<file path="src/hw/ocs_pkg.sv">
package ocs_pkg;

	// ****************************************
	// output counts
	// ****************************************
	localparam int PCI_BUS_COUNT  = 7;
	localparam int PCI_FREE_COUNT = 3;
	localparam int CPU_PAIR_COUNT = 3;

	// ****************************************
	// timing
	// ****************************************
	localparam int REF_CLK_HZ       = 20000000;
	localparam int STOP_SETUP_NS    = 10;
	localparam int CPU_SAMPLE_EDGES = 2;
	localparam logic [1:0] CPU_SAMPLE_LAST = 2'h1;

	// ****************************************
	// reset values
	// ****************************************
	localparam logic [6:0] PCI_BUS_RESET  = 7'h00;
	localparam logic [2:0] PCI_FREE_RESET = 3'h0;
	localparam logic [2:0] CPU_RESET      = 3'h0;
	localparam logic [2:0] SYNC_RESET     = 3'h7;

	// per-pair cpu drive state
	typedef struct packed {
		logic cpu_pair_true_leg;
		logic cpu_pair_complement_leg;
		logic complement_oe_n;
		logic true_boost;
	} ocs_cpu_pin_s;

	typedef enum logic [2:0] {
		CPU_RUN  = 3'b001,
		CPU_SAMP = 3'b010,
		CPU_PARK = 3'b100
	} ocs_cpu_state_e;

endpackage

</file>
<file path="src/hw/ocs_stop_ctrl.sv">
`timescale 1ns/100ps
module ocs_stop_ctrl
	import ocs_pkg::*;
(
	// clock and reset
	input  wire logic                      ref_clk,
	input  wire logic                      rst,
	// stop requests from the chipset
	input  wire logic                      pci_stop_request_n,
	input  wire logic                      cpu_stop_request_n,
	input  wire logic                      power_down_request_n,
	// configuration
	input  wire logic [PCI_FREE_COUNT-1:0] free_stoppable,
	input  wire logic [CPU_PAIR_COUNT-1:0] cpu_stoppable,
	input  wire logic                      drive_current_multiplier_select,
	// generated clocks
	output logic [PCI_BUS_COUNT-1:0]       pci_bus_clock_out,
	output logic [PCI_FREE_COUNT-1:0]      free_running_pci_clock_out,
	output logic [CPU_PAIR_COUNT-1:0]      cpu_pair_true_leg,
	output logic [CPU_PAIR_COUNT-1:0]      cpu_pair_complement_leg,
	output logic [CPU_PAIR_COUNT-1:0]      cpu_complement_oe_n,
	output logic [CPU_PAIR_COUNT-1:0]      cpu_true_boost,
	output logic                           cpu_stopped
);

	// ****************************************
	// synchronisers
	// ****************************************
	// third stage only agrees once the second settles
	logic [2:0] pci_sync;
	logic [2:0] cpu_sync;
	logic [2:0] pd_sync;
	logic       pci_stop;
	logic       cpu_stop_req;
	logic       pd_stop;

	// stage one may go metastable, so only the shift reads it
	always_ff @(posedge ref_clk or posedge rst) begin
		if (rst) begin
			pci_sync <= SYNC_RESET;
			cpu_sync <= SYNC_RESET;
			pd_sync  <= SYNC_RESET;
		end else begin
			pci_sync <= {pci_sync[1:0], pci_stop_request_n};
			cpu_sync <= {cpu_sync[1:0], cpu_stop_request_n};
			pd_sync  <= {pd_sync[1:0], power_down_request_n};
		end
	end

	// ****************************************
	// request filter
	// ****************************************
	// a level counts once stages two and three agree,
	// so a pin glitch shorter than two edges never stops a clock
	function automatic logic settle(input logic [2:0] stages, input logic held);
		logic level;
		level = held;
		if (stages[1] == stages[2])
			level = ~stages[2];
		return level;
	endfunction

	wire next_pci_stop     = settle(pci_sync, pci_stop);
	wire next_cpu_stop_req = settle(cpu_sync, cpu_stop_req);
	wire next_pd_stop      = settle(pd_sync, pd_stop);

	always_ff @(posedge ref_clk or posedge rst) begin
		if (rst) begin
			pci_stop     <= 1'b0;
			cpu_stop_req <= 1'b0;
			pd_stop      <= 1'b0;
		end else begin
			pci_stop     <= next_pci_stop;
			cpu_stop_req <= next_cpu_stop_req;
			pd_stop      <= next_pd_stop;
		end
	end

	// ****************************************
	// output clock phase
	// ****************************************
	// outputs toggle each ref_clk edge, so a falling output edge is phase going low
	// limitation: outputs run at half of ref_clk; a faster
	// output clock would need its own domain and the same filter
	logic phase;
	always_ff @(posedge ref_clk or posedge rst) begin
		if (rst)
			phase <= 1'b0;
		else
			phase <= ~phase;
	end
	wire falling_next = phase;

	// ****************************************
	// pci gating
	// ****************************************
	// gate latched only when output is about to fall, no runt high pulse
	logic pci_gated;
	wire  pci_want       = pci_stop | pd_stop;
	// a stop taken while the output is low waits for the next fall
	wire  next_pci_gated = pci_want & (falling_next | pci_gated);
	always_ff @(posedge ref_clk or posedge rst) begin
		if (rst)
			pci_gated <= 1'b0;
		else
			pci_gated <= next_pci_gated;
	end

	// release only starts a high phase, so the first pulse is full length
	wire next_run_pci = ~phase & ~next_pci_gated;

	// ****************************************
	// free-running pci selection
	// ****************************************
	// non-stoppable free outputs keep running through a pci stop
	wire [PCI_FREE_COUNT-1:0] free_gate = free_stoppable | {PCI_FREE_COUNT{pd_stop}};
	wire [PCI_FREE_COUNT-1:0] free_run  = {PCI_FREE_COUNT{~phase}} & ~free_gate;
	wire [PCI_FREE_COUNT-1:0] free_held = {PCI_FREE_COUNT{next_run_pci}} & free_gate;

	// ****************************************
	// pci output registers
	// ****************************************
	always_ff @(posedge ref_clk or posedge rst) begin
		if (rst) begin
			pci_bus_clock_out          <= PCI_BUS_RESET;
			free_running_pci_clock_out <= PCI_FREE_RESET;
		end else begin
			pci_bus_clock_out          <= {PCI_BUS_COUNT{next_run_pci}};
			free_running_pci_clock_out <= free_run | free_held;
		end
	end

	// ****************************************
	// cpu stop sequencer
	// ****************************************
	ocs_cpu_state_e state;
	ocs_cpu_state_e next_state;
	logic [1:0]     samp_cnt;
	logic [CPU_PAIR_COUNT-1:0] parked;

	wire       cpu_want      = cpu_stop_req | pd_stop;
	wire       samp_done     = samp_cnt == CPU_SAMPLE_LAST;
	// counts the two sampling edges; cleared whenever the state is not CPU_SAMP
	wire [1:0] next_samp_cnt = (state == CPU_SAMP) ? samp_cnt + 2'h1 : 2'h0;

	always_comb begin
		next_state = state;
		unique case (state)
			CPU_RUN:  if (cpu_want) next_state = CPU_SAMP;
			CPU_SAMP: if (!cpu_want) next_state = CPU_RUN;
				else if (samp_done) next_state = CPU_PARK;
			CPU_PARK: if (!cpu_want) next_state = CPU_RUN;
		endcase
	end

	always_ff @(posedge ref_clk or posedge rst) begin
		if (rst) begin
			state    <= CPU_RUN;
			samp_cnt <= 2'h0;
		end else begin
			state    <= next_state;
			samp_cnt <= next_samp_cnt;
		end
	end

	// ****************************************
	// cpu pair parking
	// ****************************************
	// a pair parks only at its next rising transition, so true ends high whole
	wire park_edge = ~phase;
	wire [CPU_PAIR_COUNT-1:0] park_sel = cpu_stoppable | {CPU_PAIR_COUNT{pd_stop}};
	wire [CPU_PAIR_COUNT-1:0] next_parked = (state == CPU_PARK)
		? (parked | (park_sel & {CPU_PAIR_COUNT{park_edge}})) : '0;
	wire next_cpu_stopped = |next_parked;

	// ****************************************
	// cpu pair pins
	// ****************************************
	// parked complement is undriven; its register rests low behind oe_n
	ocs_cpu_pin_s pin [CPU_PAIR_COUNT];
	always_comb begin
		for (int i = 0; i < CPU_PAIR_COUNT; i++) begin
			pin[i].cpu_pair_true_leg       = next_parked[i] | ~phase;
			pin[i].cpu_pair_complement_leg = ~next_parked[i] & phase;
			pin[i].complement_oe_n         = next_parked[i];
			pin[i].true_boost              = drive_current_multiplier_select;
		end
	end

	// ****************************************
	// cpu output registers
	// ****************************************
	// every pin leaves a flop, so a park never cuts a pulse short
	always_ff @(posedge ref_clk or posedge rst) begin
		if (rst) begin
			parked                  <= CPU_RESET;
			cpu_pair_true_leg       <= CPU_RESET;
			cpu_pair_complement_leg <= CPU_RESET;
			cpu_complement_oe_n     <= CPU_RESET;
			cpu_true_boost          <= CPU_RESET;
			cpu_stopped             <= 1'b0;
		end else begin
			parked      <= next_parked;
			cpu_stopped <= next_cpu_stopped;
			for (int i = 0; i < CPU_PAIR_COUNT; i++) begin
				cpu_pair_true_leg[i]       <= pin[i].cpu_pair_true_leg;
				cpu_pair_complement_leg[i] <= pin[i].cpu_pair_complement_leg;
				cpu_complement_oe_n[i]     <= pin[i].complement_oe_n;
				cpu_true_boost[i]          <= pin[i].true_boost;
			end
		end
	end

endmodule

</file>
<file path="config.mk">
export PLATFORM = sky130hd
export DESIGN_NAME = ocs_stop_ctrl
export DESIGN_NICKNAME = d
export VERILOG_FILES = /design/src/hw/ocs_pkg.sv /design/src/hw/ocs_stop_ctrl.sv
export SDC_FILE = /design/constraint.sdc
export NUM_CORES = 1
export LEC_CHECK = 0
export BUFFER_PORTS_ARGS = -buffer_cell sky130_fd_sc_hd__buf_4
export CAP_MARGIN = 20
export CORE_MARGIN = 2
export CORE_UTILIZATION = 54
export CTS_CLUSTER_DIAMETER = 200
export CTS_CLUSTER_SIZE = 28
export DETAILED_ROUTE_END_ITERATION = 10
export PLACE_DENSITY_LB_ADDON = 0.25
export SLEW_MARGIN = 20
export SYNTH_ARGS = -nofsm -noshare
export SYNTH_HDL_FRONTEND = slang
export SYNTH_SLANG_ARGS = --single-unit
export TNS_END_PERCENT = 1
</file>
<file path="constraint.sdc">
create_clock -name ref_clk -period 2.8 [get_ports ref_clk]
set_input_delay 0.28 -clock ref_clk [delete_from_list [all_inputs] [get_ports ref_clk]]
set_output_delay 0.28 -clock ref_clk [all_outputs]
set_load 0.02 [all_outputs]
</file>
After elaboration in Yosys (flattened, before gate mapping). Index checks and enable logic that the tools add are counted.

Register bits: 34. Input bits: 12. Output and inout bits: 23. Word-level logic and storage cells: 64.

Add/sub/neg operators: 1. Eq/ne operators: 10. Multiplexer cells: 7. Bitwise operators: 27. Reductions and logical operators: 2.

Operators with widths (count): two-way mux 3 bit (5); OR 3 bit (4); AND 3 bit (3); one-hot mux 3 bit (3 select lines) (1); inverter 1 bit (8); OR 1 bit (6); AND 1 bit (5); != test 2 bit (second input constant) (2); equality test 1 bit (3); equality test 3 x 1 -> 1 bit (second input constant) (1); equality test 3 x 2 -> 1 bit (second input constant) (1); equality test 3 bit (second input constant) (1); != test 3 bit (second input constant) (1); inverter 3 bit (1); AND reduction 3 bit (1); OR reduction 3 bit (1); adder 2 x 1 -> 2 bit (second input constant) (1); equality test 2 x 1 -> 1 bit (second input constant) (1); two-way mux 2 bit (1).

Depth between registers and ports, before layout. Gate-level depths: netlist of run 1.

Word-level depth: 6. Gate-level depth with buffers: 5. Depth with buffers taken out: 5.

Worst setup path after synthesis of run 1. OpenSTA, ideal clock, no wires.

Path type: reg2reg. Start: reg state[0]. End: reg state[1]. Library setup time: 0.130 ns. Arrival: 0.950 ns. Data required time: 2.670 ns. Setup slack: 1.720 ns. Stages on the path, launching flop included: 5. Path buffers: 1. Clock period less this slack: 1.080 ns. Path through: dfstp_2 -> buf_4 -> xor2_1 -> o2bb2ai_1 -> a21oi_1.

Word-level cells in the longest chain between the ends: 3. Elaborated cells on any way between the ends: 8. Classes of those cells: 6 x eq/ne; 1 x mux; 1 x reduce/logical.

RTL lines: from (decl) (RTL line ocs_stop_ctrl.sv:136) `ocs_cpu_state_e state;`; from (signal assigned) (RTL line ocs_stop_ctrl.sv:161) `state <= next_state;`; equality test 3 x 2 -> 1 bit (tied with other cells) (RTL line ocs_stop_ctrl.sv:148) `unique case (state)`; != test 3 bit (no line) or != test 2 bit (tied branches); AND reduction 3 bit (no line).

Several ways; a longest one is shown, not always the timed one. A chain may end at the register's enable or synchronous reset.

Final worst setup path of run 1.
Start: reg, netlist name pci_bus_clock_out[0]. End: out pci_bus_clock_out[4].

RTL lines: to (decl) (RTL line ocs_stop_ctrl.sv:17) `output logic [PCI_BUS_COUNT-1:0] pci_bus_clock_out,`.

No word-level cell between the ends.

==> results.json, run 1 <==
{
  "syn_nets": 118,
  "finalMaxSlewViolations": 0,
  "synth_top_area_share_pct": 47.4,
  "synthTopCellsByCount": "dfrtp_1, nor2_1, dfstp_2, inv_1",
  "yosysMostFrequentCell": "dfrtp_1",
  "hp-class": "in -> async",
  "hold_viol_final": 0,
  "final_cells": 166,
  "hold_buffers": 0,
  "cpLargestDelayFamily": "flip-flops",
  "path_cells": "buf_4",
  "floorplan.rows": 17,
  "slowest_stage": "dfrtp_1",
  "tns_ns": 0,
  "p_comb_share_pct": 21.6,
  "cp_num_buf_inv": 1,
  "syn_area_sq_um": 1270,
  "cpPeakStageDelay_ns": 0.44,
  "crit_path_end_kind": "output pin",
  "dieWidth_um": 52.4,
  "initial_core_util_pct": 57.3,
  "io_buffers": 34,
  "p_leak_nw": 0.754,
  "required_ns": 2.52,
  "coreArea_sq_um": 2210,
  "cts_tree": "done",
  "critPathKind": "reg -> out",
  "setup_violations": 0,
  "power_density_nw_per_um2": 707,
  "grt_pass1_vias": 782,
  "synth_compound_area_share_pct": 8.59,
  "numCtsBuffers": 5,
  "synth_xor_area_share_pct": 0.691,
  "ys.flop_type": "dfrtp_1",
  "num_vias": 797,
  "cts-root-buf": "clkbuf_4",
  "dr.first_iter.drc_count": 15,
  "grt-ovfl-total": 0,
  "yosysUniqueCellTypes": 23,
  "ys_ff_latch": 34,
  "clock_sinks": 34,
  "n_antenna_cell": 0,
  "max_cap_violations": 0,
  "clock_latency_ns": 0.32,
  "wirelength_um": 1850,
  "yosys.area.top_type": "dfrtp_1",
  "synthCells": 105,
  "min_period_ns": 1.22,
  "synth_edf_count": 0,
  "vdd_drop_max_mv": 0.418,
  "max_freq_mhz": 817,
  "power_frac_seq_pct": 56.4,
  "drt-pass1-iter-count": 4,
  "io_pins": 35,
  "yosys_warnings": 0,
  "grt_max_degree": 32,
  "total_power_w": 0.00109,
  "antenna_found_initial": 0,
  "die_area_sq_um": 2750,
  "ys_seq_area_share_pct": 68.1,
  "area_growth_syn_to_layout_pct": 21.1,
  "gp_congestion": 0.764,
  "synth_top_family_by_area": "simple AND/OR/NAND/NOR gates",
  "h-tree-depth": 2,
  "nets": 150,
  "rsz0062_at_grt": "false",
  "relSlewSlack_pct": 60.5,
  "placed_cells": 158,
  "ant_nets": 0,
  "cts_resized": 0,
  "clkTransAtPathRegs_ns": 0.09,
  "synth.avg_cell_area_sq_um": 12.1,
  "worst_pin_slew_ns": 0.592,
  "drive_above_1_share_pct": 39.9,
  "status": "completed",
  "p_sw_share_pct": 29.5,
  "synthMuxAreaShare_pct": 0,
  "p_switching_w": 0.000320,
  "p_int_w": 0.000765,
  "pwr-share-clk_pct": 22.1,
  "yosys-top-cells-area": "dfrtp_1, dfstp_2, buf_4",
  "post-dp-hpwl_um": 1380,
  "grt_pass1_wl_um": 3230,
  "grt_use_total_pct": 17.1,
  "clock_skew_ns": 0.00900,
  "yosys.area_share.simple_pct": 12.4,
  "fin_crit_sh_pct": 43.7,
  "place_area_sq_um": 1490,
  "synthAdderAreaFrac_pct": 0.987,
  "route.detailed.drc": 0,
  "via_per_inst": 4.80,
  "die_h_um": 52.4,
  "stdcell_area_sq_um": 1540,
  "arrival_ns": 0.94,
  "wl_per_cell_um": 11.1,
  "cp_max_fo": 7,
  "clockBufferDepth": 2,
  "postCtsSetupRepairBufs": 0,
  "critPathLaunchType": "flop",
  "hold_ws_ns": 0.0192,
  "async_reset_ff_share_pct": 100
}
[cells by family (layout without fill, tap and decap cells)]
logic type	Yosys count	count (layout)
flops	34	34
simple gates	31	31
buf+inv	20	53
compound gates	18	18
fa+ha+maj	1	1
xor+xnor	1	1
[per-stage QoR]
step                      setup slack (ns)  util [%]
final                                 1.58      69.4
after floorplan                       1.72         -
after global routing                  1.49      69.4
after detailed placement              1.43      67.2
after global placement                1.45      67.2
after CTS                             1.55      69.4
[routing by layer]
layer | vias up | share of wire [%] | routed length [um] | global-route usage (%)
li1 | 388 | - | - | -
met1 | 369 | 39 | 728 | 17.6
met2 | 34 | 49 | 899 | 29.4
met3 | 6 | 9.4 | 174 | 6.86
met4 | 0 | 2.6 | 48 | 8.97
met5 | - | 0 | 0 | 0
[flip-flops by register name, indices dropped and copies added (netlist names), 2 cells and up]
register	cells
samp_cnt	2
pd_sync	3
pci_sync	3
cpu_pair_complement_leg	3
cpu_sync	3
free_running_pci_clock_out	3
state	3
cpu_pair_true_leg	3
parked	3
[power by group through the flow]
stage	clock (W)	sequential [W]	combinational (W)
after floorplan	0	0.000624	0.000169
final	0.000240	0.000612	0.000234
after global routing	0.000278	0.000623	0.000260
after global placement	0	0.000616	0.000231
after detailed placement	0	0.000622	0.000237
after CTS	0.000251	0.000613	0.000238
[path summary, 6_finish.rpt]
| check | startpoint | cells past startpoint | endpoint | slack, ns |
|---|---|---|---|---|
| worst min-delay path | rst | 2 | pd_stop | 0.02 |
| worst max-delay path | pci_bus_clock_out[0] | 1 | pci_bus_clock_out[4] | 1.58 |
| max in group asynchronous | rst | 3 | pci_sync[1] | 2.20 |
| min in group ref_clk | cpu_stop_request_n | 1 | cpu_sync[0] | 0.06 |
| worst max register to register | state[0] | 3 | state[1] | 1.67 |
| worst min register to register | pd_sync[0] | 0 | pd_sync[1] | 0.36 |
[cells in the final DEF, fill, tap and decap left out, types with 2 or more instances in the layout]
master,netlist,routed
o21ai_0,5,5
nand2b_4,2,2
nor3_1,2,2
clkbuf_1,0,3
buf_4,9,35
dfrtp_1,24,24
inv_1,10,9
nand2_1,9,9
a31oi_1,2,2
dfstp_2,10,10
a21oi_1,5,5
clkbuf_4,0,5
nor2_1,15,15
[cell type report]
class / count / area (sq um)
Sequential cell: 34 / 863
Fill cell: 181 / 677
Multi-Input combinational cell: 51 / 288
Timing Repair Buffer: 35 / 263
Clock buffer: 8 / 48.8
Inverter: 10 / 37.5
Tap cell: 28 / 35.0
(Power assumes the default switching activity.)
==> run 2, diff against run 1 <==
CORE_UTILIZATION = 45   (was 54)
clock period = 1.1 ns   (was 2.8 ns; I/O delays follow)
==> results.json, run 2 (same netlist as run 1, synthesis figures left out) <==
{
  "io_buffers": 34,
  "cts_tree": "done",
  "whs_path_depth": 4,
  "floorplan.rows": 19,
  "grt_pass1_wl_um": 3620,
  "area_growth_syn_to_layout_pct": 28.6,
  "max_cap_violations": 0,
  "cpPeakStageDelay_ns": 0.49,
  "hp-class": "in -> reg",
  "clockBufferDepth": 2,
  "vdd_drop_max_mv": 1.34,
  "ant_nets": 0,
  "via_per_inst": 4.75,
  "fin_util_pct": 60.2,
  "min_to": "free_running_pci_clock_out[2]",
  "grt_max_degree": 35,
  "grt_use_total_pct": 15.0,
  "r2r_cells": 2,
  "clock_skew_ns": 0.00744,
  "nets": 157,
  "die_area_sq_um": 3260,
  "p_leak_nw": 0.792,
  "clock_sinks": 34,
  "post-dp-hpwl_um": 1440,
  "r2r-end": "cpu_pair_complement_leg[2]",
  "clock_latency_ns": 0.32,
  "numCtsBuffers": 5,
  "finalMaxSlewViolations": 0,
  "h-tree-depth": 2,
  "clkTransAtPathRegs_ns": 0.09,
  "max_freq_mhz": 927,
  "tns_ns": 0,
  "coreArea_sq_um": 2710,
  "hold_ws_ns": 0.0527,
  "grt_pass1_vias": 883,
  "rr_startpoint": "state[1]",
  "layout_common_cells": "buf_4, dfrtp_1, nor2_1",
  "gp_congestion": 0.797,
  "postCtsSetupRepairBufs": 0,
  "n_antenna_cell": 0,
  "crit_path_end_kind": "flop",
  "arrival_ns": 1.27,
  "slowest_stage": "dfrtp_1",
  "critPathKind": "reg -> reg",
  "wl_per_cell_um": 11.2,
  "min_from": "free_stoppable[2]",
  "grt-ovfl-total": 0,
  "rsz0062_at_grt": "true",
  "route.detailed.drc": 0,
  "cp_max_fo": 7,
  "final_common_cell": "buf_4",
  "hold_viol_final": 0,
  "drive_above_1_share_pct": 41.4,
  "dieWidth_um": 57.1,
  "min_period_ns": 1.08,
  "status": "completed",
  "total_power_w": 0.00283,
  "setup_violations": 0,
  "relSlewSlack_pct": 80.3,
  "fin_crit_sh_pct": 98.1,
  "dr.first_iter.drc_count": 16,
  "power_density_nw_per_um2": 1740,
  "cts-root-buf": "clkbuf_4",
  "path_cells": "nor3b_4 -> a21oi_1",
  "r2r_slack_ns": 0.02,
  "drt-pass1-iter-count": 4,
  "initial_core_util_pct": 46.8,
  "num_vias": 836,
  "wirelength_um": 1970,
  "antenna_found_initial": 0,
  "die_h_um": 57.1,
  "critPathLaunchType": "flop",
  "required_ns": 1.29,
  "worst_pin_slew_ns": 0.296,
  "io_pins": 35
}
run 2: where the power goes:
part	leakage [nW]	switching (W)	internal, W	total (W)
Combinational	0.373	0.000341	0.000321	0.000662
Sequential	0.392	0.000142	0.00141	0.00156
Clock	0.0265	0.000356	0.000254	0.000610
run 2: worst max-delay path by stage:
| stage | start | to |
|---|---|---|
| finish | state[1] | cpu_pair_complement_leg[2] |
| global route | state[0] | state[1] |
| CTS | state[0] | state[1] |
| detailed placement | state[0] | state[1] |
| global placement | state[0] | state[1] |
| floorplan | state[0] | state[1] |
run 2: worst max-delay path: cells and delay by family (launching register included):
kind	cells	cell delay (ns)
AND/OR/NAND/NOR	1	0.31
AO/OA/AOI/OAI	1	0.14
flip-flops	1	0.49
run 2: layout make-up:
cell class                 count  area (sq um)
clock buffer                   8          48.8
fill                         227          1080
inverter                      10          37.5
multi-input combinational     51           299
sequential                    34           866
tap                           31          38.8
timing repair buffer          42           340
run 2: stage by stage:
step	instance area, sq um	worst slack (ns)	std cells
2_1_floorplan	1270	0.0201	105
3_3_place_gp	1520	0.0722	163
3_5_place_dp	1520	0.0266	163
4_1_cts	1620	0.0111	176
5_1_grt	1630	-0.0831	176
6_report	1630	0.0211	176
run 2: per-layer routing:
layer	vias to the layer above	share of wire (%)	global-route usage, %
li1	409	-	-
met1	389	39	16.3
met2	29	51	24.0
met3	9	6.8	4.99
met4	0	3.8	11.6
met5	-	0	0
run 2: timing repair:
| action | CTS | global route |
|---|---|---|
| hold buffers | 5 | 0 |
| endpoints found under the hold margin | 28 | 0 |
| endpoints found under the setup margin | 0 | 19 |
| gates resized for setup | 0 | 5 |
==> run 3, diff against run 2 <==
PLACE_DENSITY = 0.73   (was default)
PLACE_DENSITY_LB_ADDON = default   (was 0.25)
==> results.json, run 3 (same netlist as run 1, synthesis figures left out) <==
{
  "status": "completed",
  "die_area_sq_um": 3260,
  "die_h_um": 57.1,
  "clkTransAtPathRegs_ns": 0.10,
  "wirelength_um": 2080,
  "via_per_inst": 4.70,
  "cp_max_fo": 5,
  "hold_ws_ns": 0.0158,
  "critPathKind": "reg -> reg",
  "fin_crit_sh_pct": 98.4,
  "power_frac_seq_pct": 51.3,
  "tns_ns": 0,
  "n_antenna_cell": 0,
  "crit_path_end_kind": "flop",
  "clock_skew_ns": 0.00774,
  "p_comb_share_pct": 21.6,
  "nets": 157,
  "final_common_cell": "buf_4",
  "path_cells": "xor2_1 -> o2bb2ai_1 -> a21oi_1",
  "arrival_ns": 1.30,
  "clock_sinks": 34,
  "cts_tree": "done",
  "setup_violations": 0,
  "wl_met1_um": 799,
  "p_sw_share_pct": 28.7,
  "cpPeakStageDelay_ns": 0.60,
  "grt_use_total_pct": 14.9,
  "required_ns": 1.32,
  "critPathLaunchType": "flop",
  "post-dp-hpwl_um": 1430,
  "grt_pass1_wl_um": 3490,
  "grt_max_degree": 35,
  "ant_nets": 0,
  "area_growth_syn_to_layout_pct": 31.0,
  "grt_pass1_vias": 835,
  "layout_common_cells": "buf_4, dfrtp_1, nor2_1",
  "numCtsBuffers": 5,
  "clockBufferDepth": 2,
  "placed_cells": 163,
  "coreArea_sq_um": 2710,
  "min_period_ns": 1.08,
  "p_int_w": 0.00217,
  "hp-class": "in -> reg",
  "p_switching_w": 0.000871,
  "routed-wl-met2_um": 1060,
  "antenna_found_initial": 0,
  "power_density_nw_per_um2": 1830,
  "rr_startpoint": "state[0]",
  "hold_viol_final": 0,
  "gp_congestion": 0.786,
  "min_from": "free_stoppable[2]",
  "cpLargestDelayFamily": "flip-flops",
  "max_cap_violations": 0,
  "num_vias": 828,
  "relSlewSlack_pct": 81.5,
  "worst_pin_slew_ns": 0.277,
  "drt-pass1-iter-count": 4,
  "fin_util_pct": 61.3,
  "finalMaxSlewViolations": 0,
  "floorplan.rows": 19,
  "initial_core_util_pct": 46.8,
  "max_freq_mhz": 924,
  "slowest_stage": "dfstp_2",
  "route.met3.wl_um": 140,
  "cts-root-buf": "clkbuf_4",
  "place_area_sq_um": 1520,
  "io_pins": 35,
  "clock_latency_ns": 0.34,
  "pwr-share-clk_pct": 27.1,
  "p_leak_nw": 0.809,
  "route.detailed.drc": 0,
  "drive_above_1_share_pct": 43.4,
  "io_buffers": 34,
  "stdcell_area_sq_um": 1660,
  "postCtsSetupRepairBufs": 0,
  "dr.first_iter.drc_count": 15,
  "top_layer_used": "met4",
  "crit_path_start": "state[0]",
  "grt-ovfl-total": 0,
  "vdd_drop_max_mv": 1.30,
  "rsz0062_at_grt": "true",
  "h-tree-depth": 2,
  "cp_num_buf_inv": 0,
  "dieWidth_um": 57.1,
  "wl_per_cell_um": 11.8,
  "final_cells": 176
}
-- run 3: cell counts in the layout (fill, tap and decap cells not counted) --
No cell type changed its count.
-- run 3: through the flow --
stage / power, W / setup slack (ns)
floorplan: 0.00202 / 0.0201
global placement: 0.00218 / 0.0675
detailed placement: 0.00222 / 0.0209
CTS: 0.00307 / 0.00828
global route: 0.00322 / -0.0630
finish: 0.00304 / 0.0176
-- run 3: power groups by stage --
| stage | registers, W | clock network, W | logic (W) |
|---|---|---|---|
| floorplan | 0.00159 | 0 | 0.000431 |
| global placement | 0.00156 | 0 | 0.000620 |
| detailed placement | 0.00158 | 0 | 0.000644 |
| CTS | 0.00156 | 0.000857 | 0.000660 |
| global route | 0.00159 | 0.000921 | 0.000716 |
| finish | 0.00156 | 0.000825 | 0.000656 |
-- run 3: timing repair --
item,CTS,global route
gates resized for setup,1,5
endpoints found under the setup margin,7,16
endpoints found under the hold margin,28,0
hold buffers,5,0
pin swaps,0,3
-- run 3: final timing paths --
kind                                                 end  cells past startpoint  slack, ns
max in group asynchronous                    pci_sync[1]                      4       0.48
max                                             state[1]                      3       0.02
max reg2reg                                     state[1]                      3       0.02
min in group asynchronous     cpu_pair_complement_leg[2]                      4       0.38
min reg2reg                                  cpu_sync[1]                      0       0.36
min                        free_running_pci_clock_out[2]                      4       0.02
-- run 3: layer usage --
metal | GRT usage, % | vias to the layer above
met5 | 0 | -
met4 | 9.30 | 0
met3 | 7.71 | 9
met2 | 26.3 | 26
met1 | 13.2 | 386
li1 | - | 407
-- run 3: layout make-up --
| class | instances | area, sq um |
|---|---|---|
| inverters | 10 | 37.5 |
| repair buffers | 42 | 344 |
| fillers | 204 | 1050 |
| clock buffers | 8 | 78.8 |
| flip-flops and latches | 34 | 867 |
| multi-input cells | 51 | 294 |
| well taps | 31 | 38.8 |
-- run 3: worst min-delay path, cell delays in order --
cell and delay [ns]:
buf_4 0.08, nor2_1 0.03, nor2_1 0.07, nor2_1 0.04
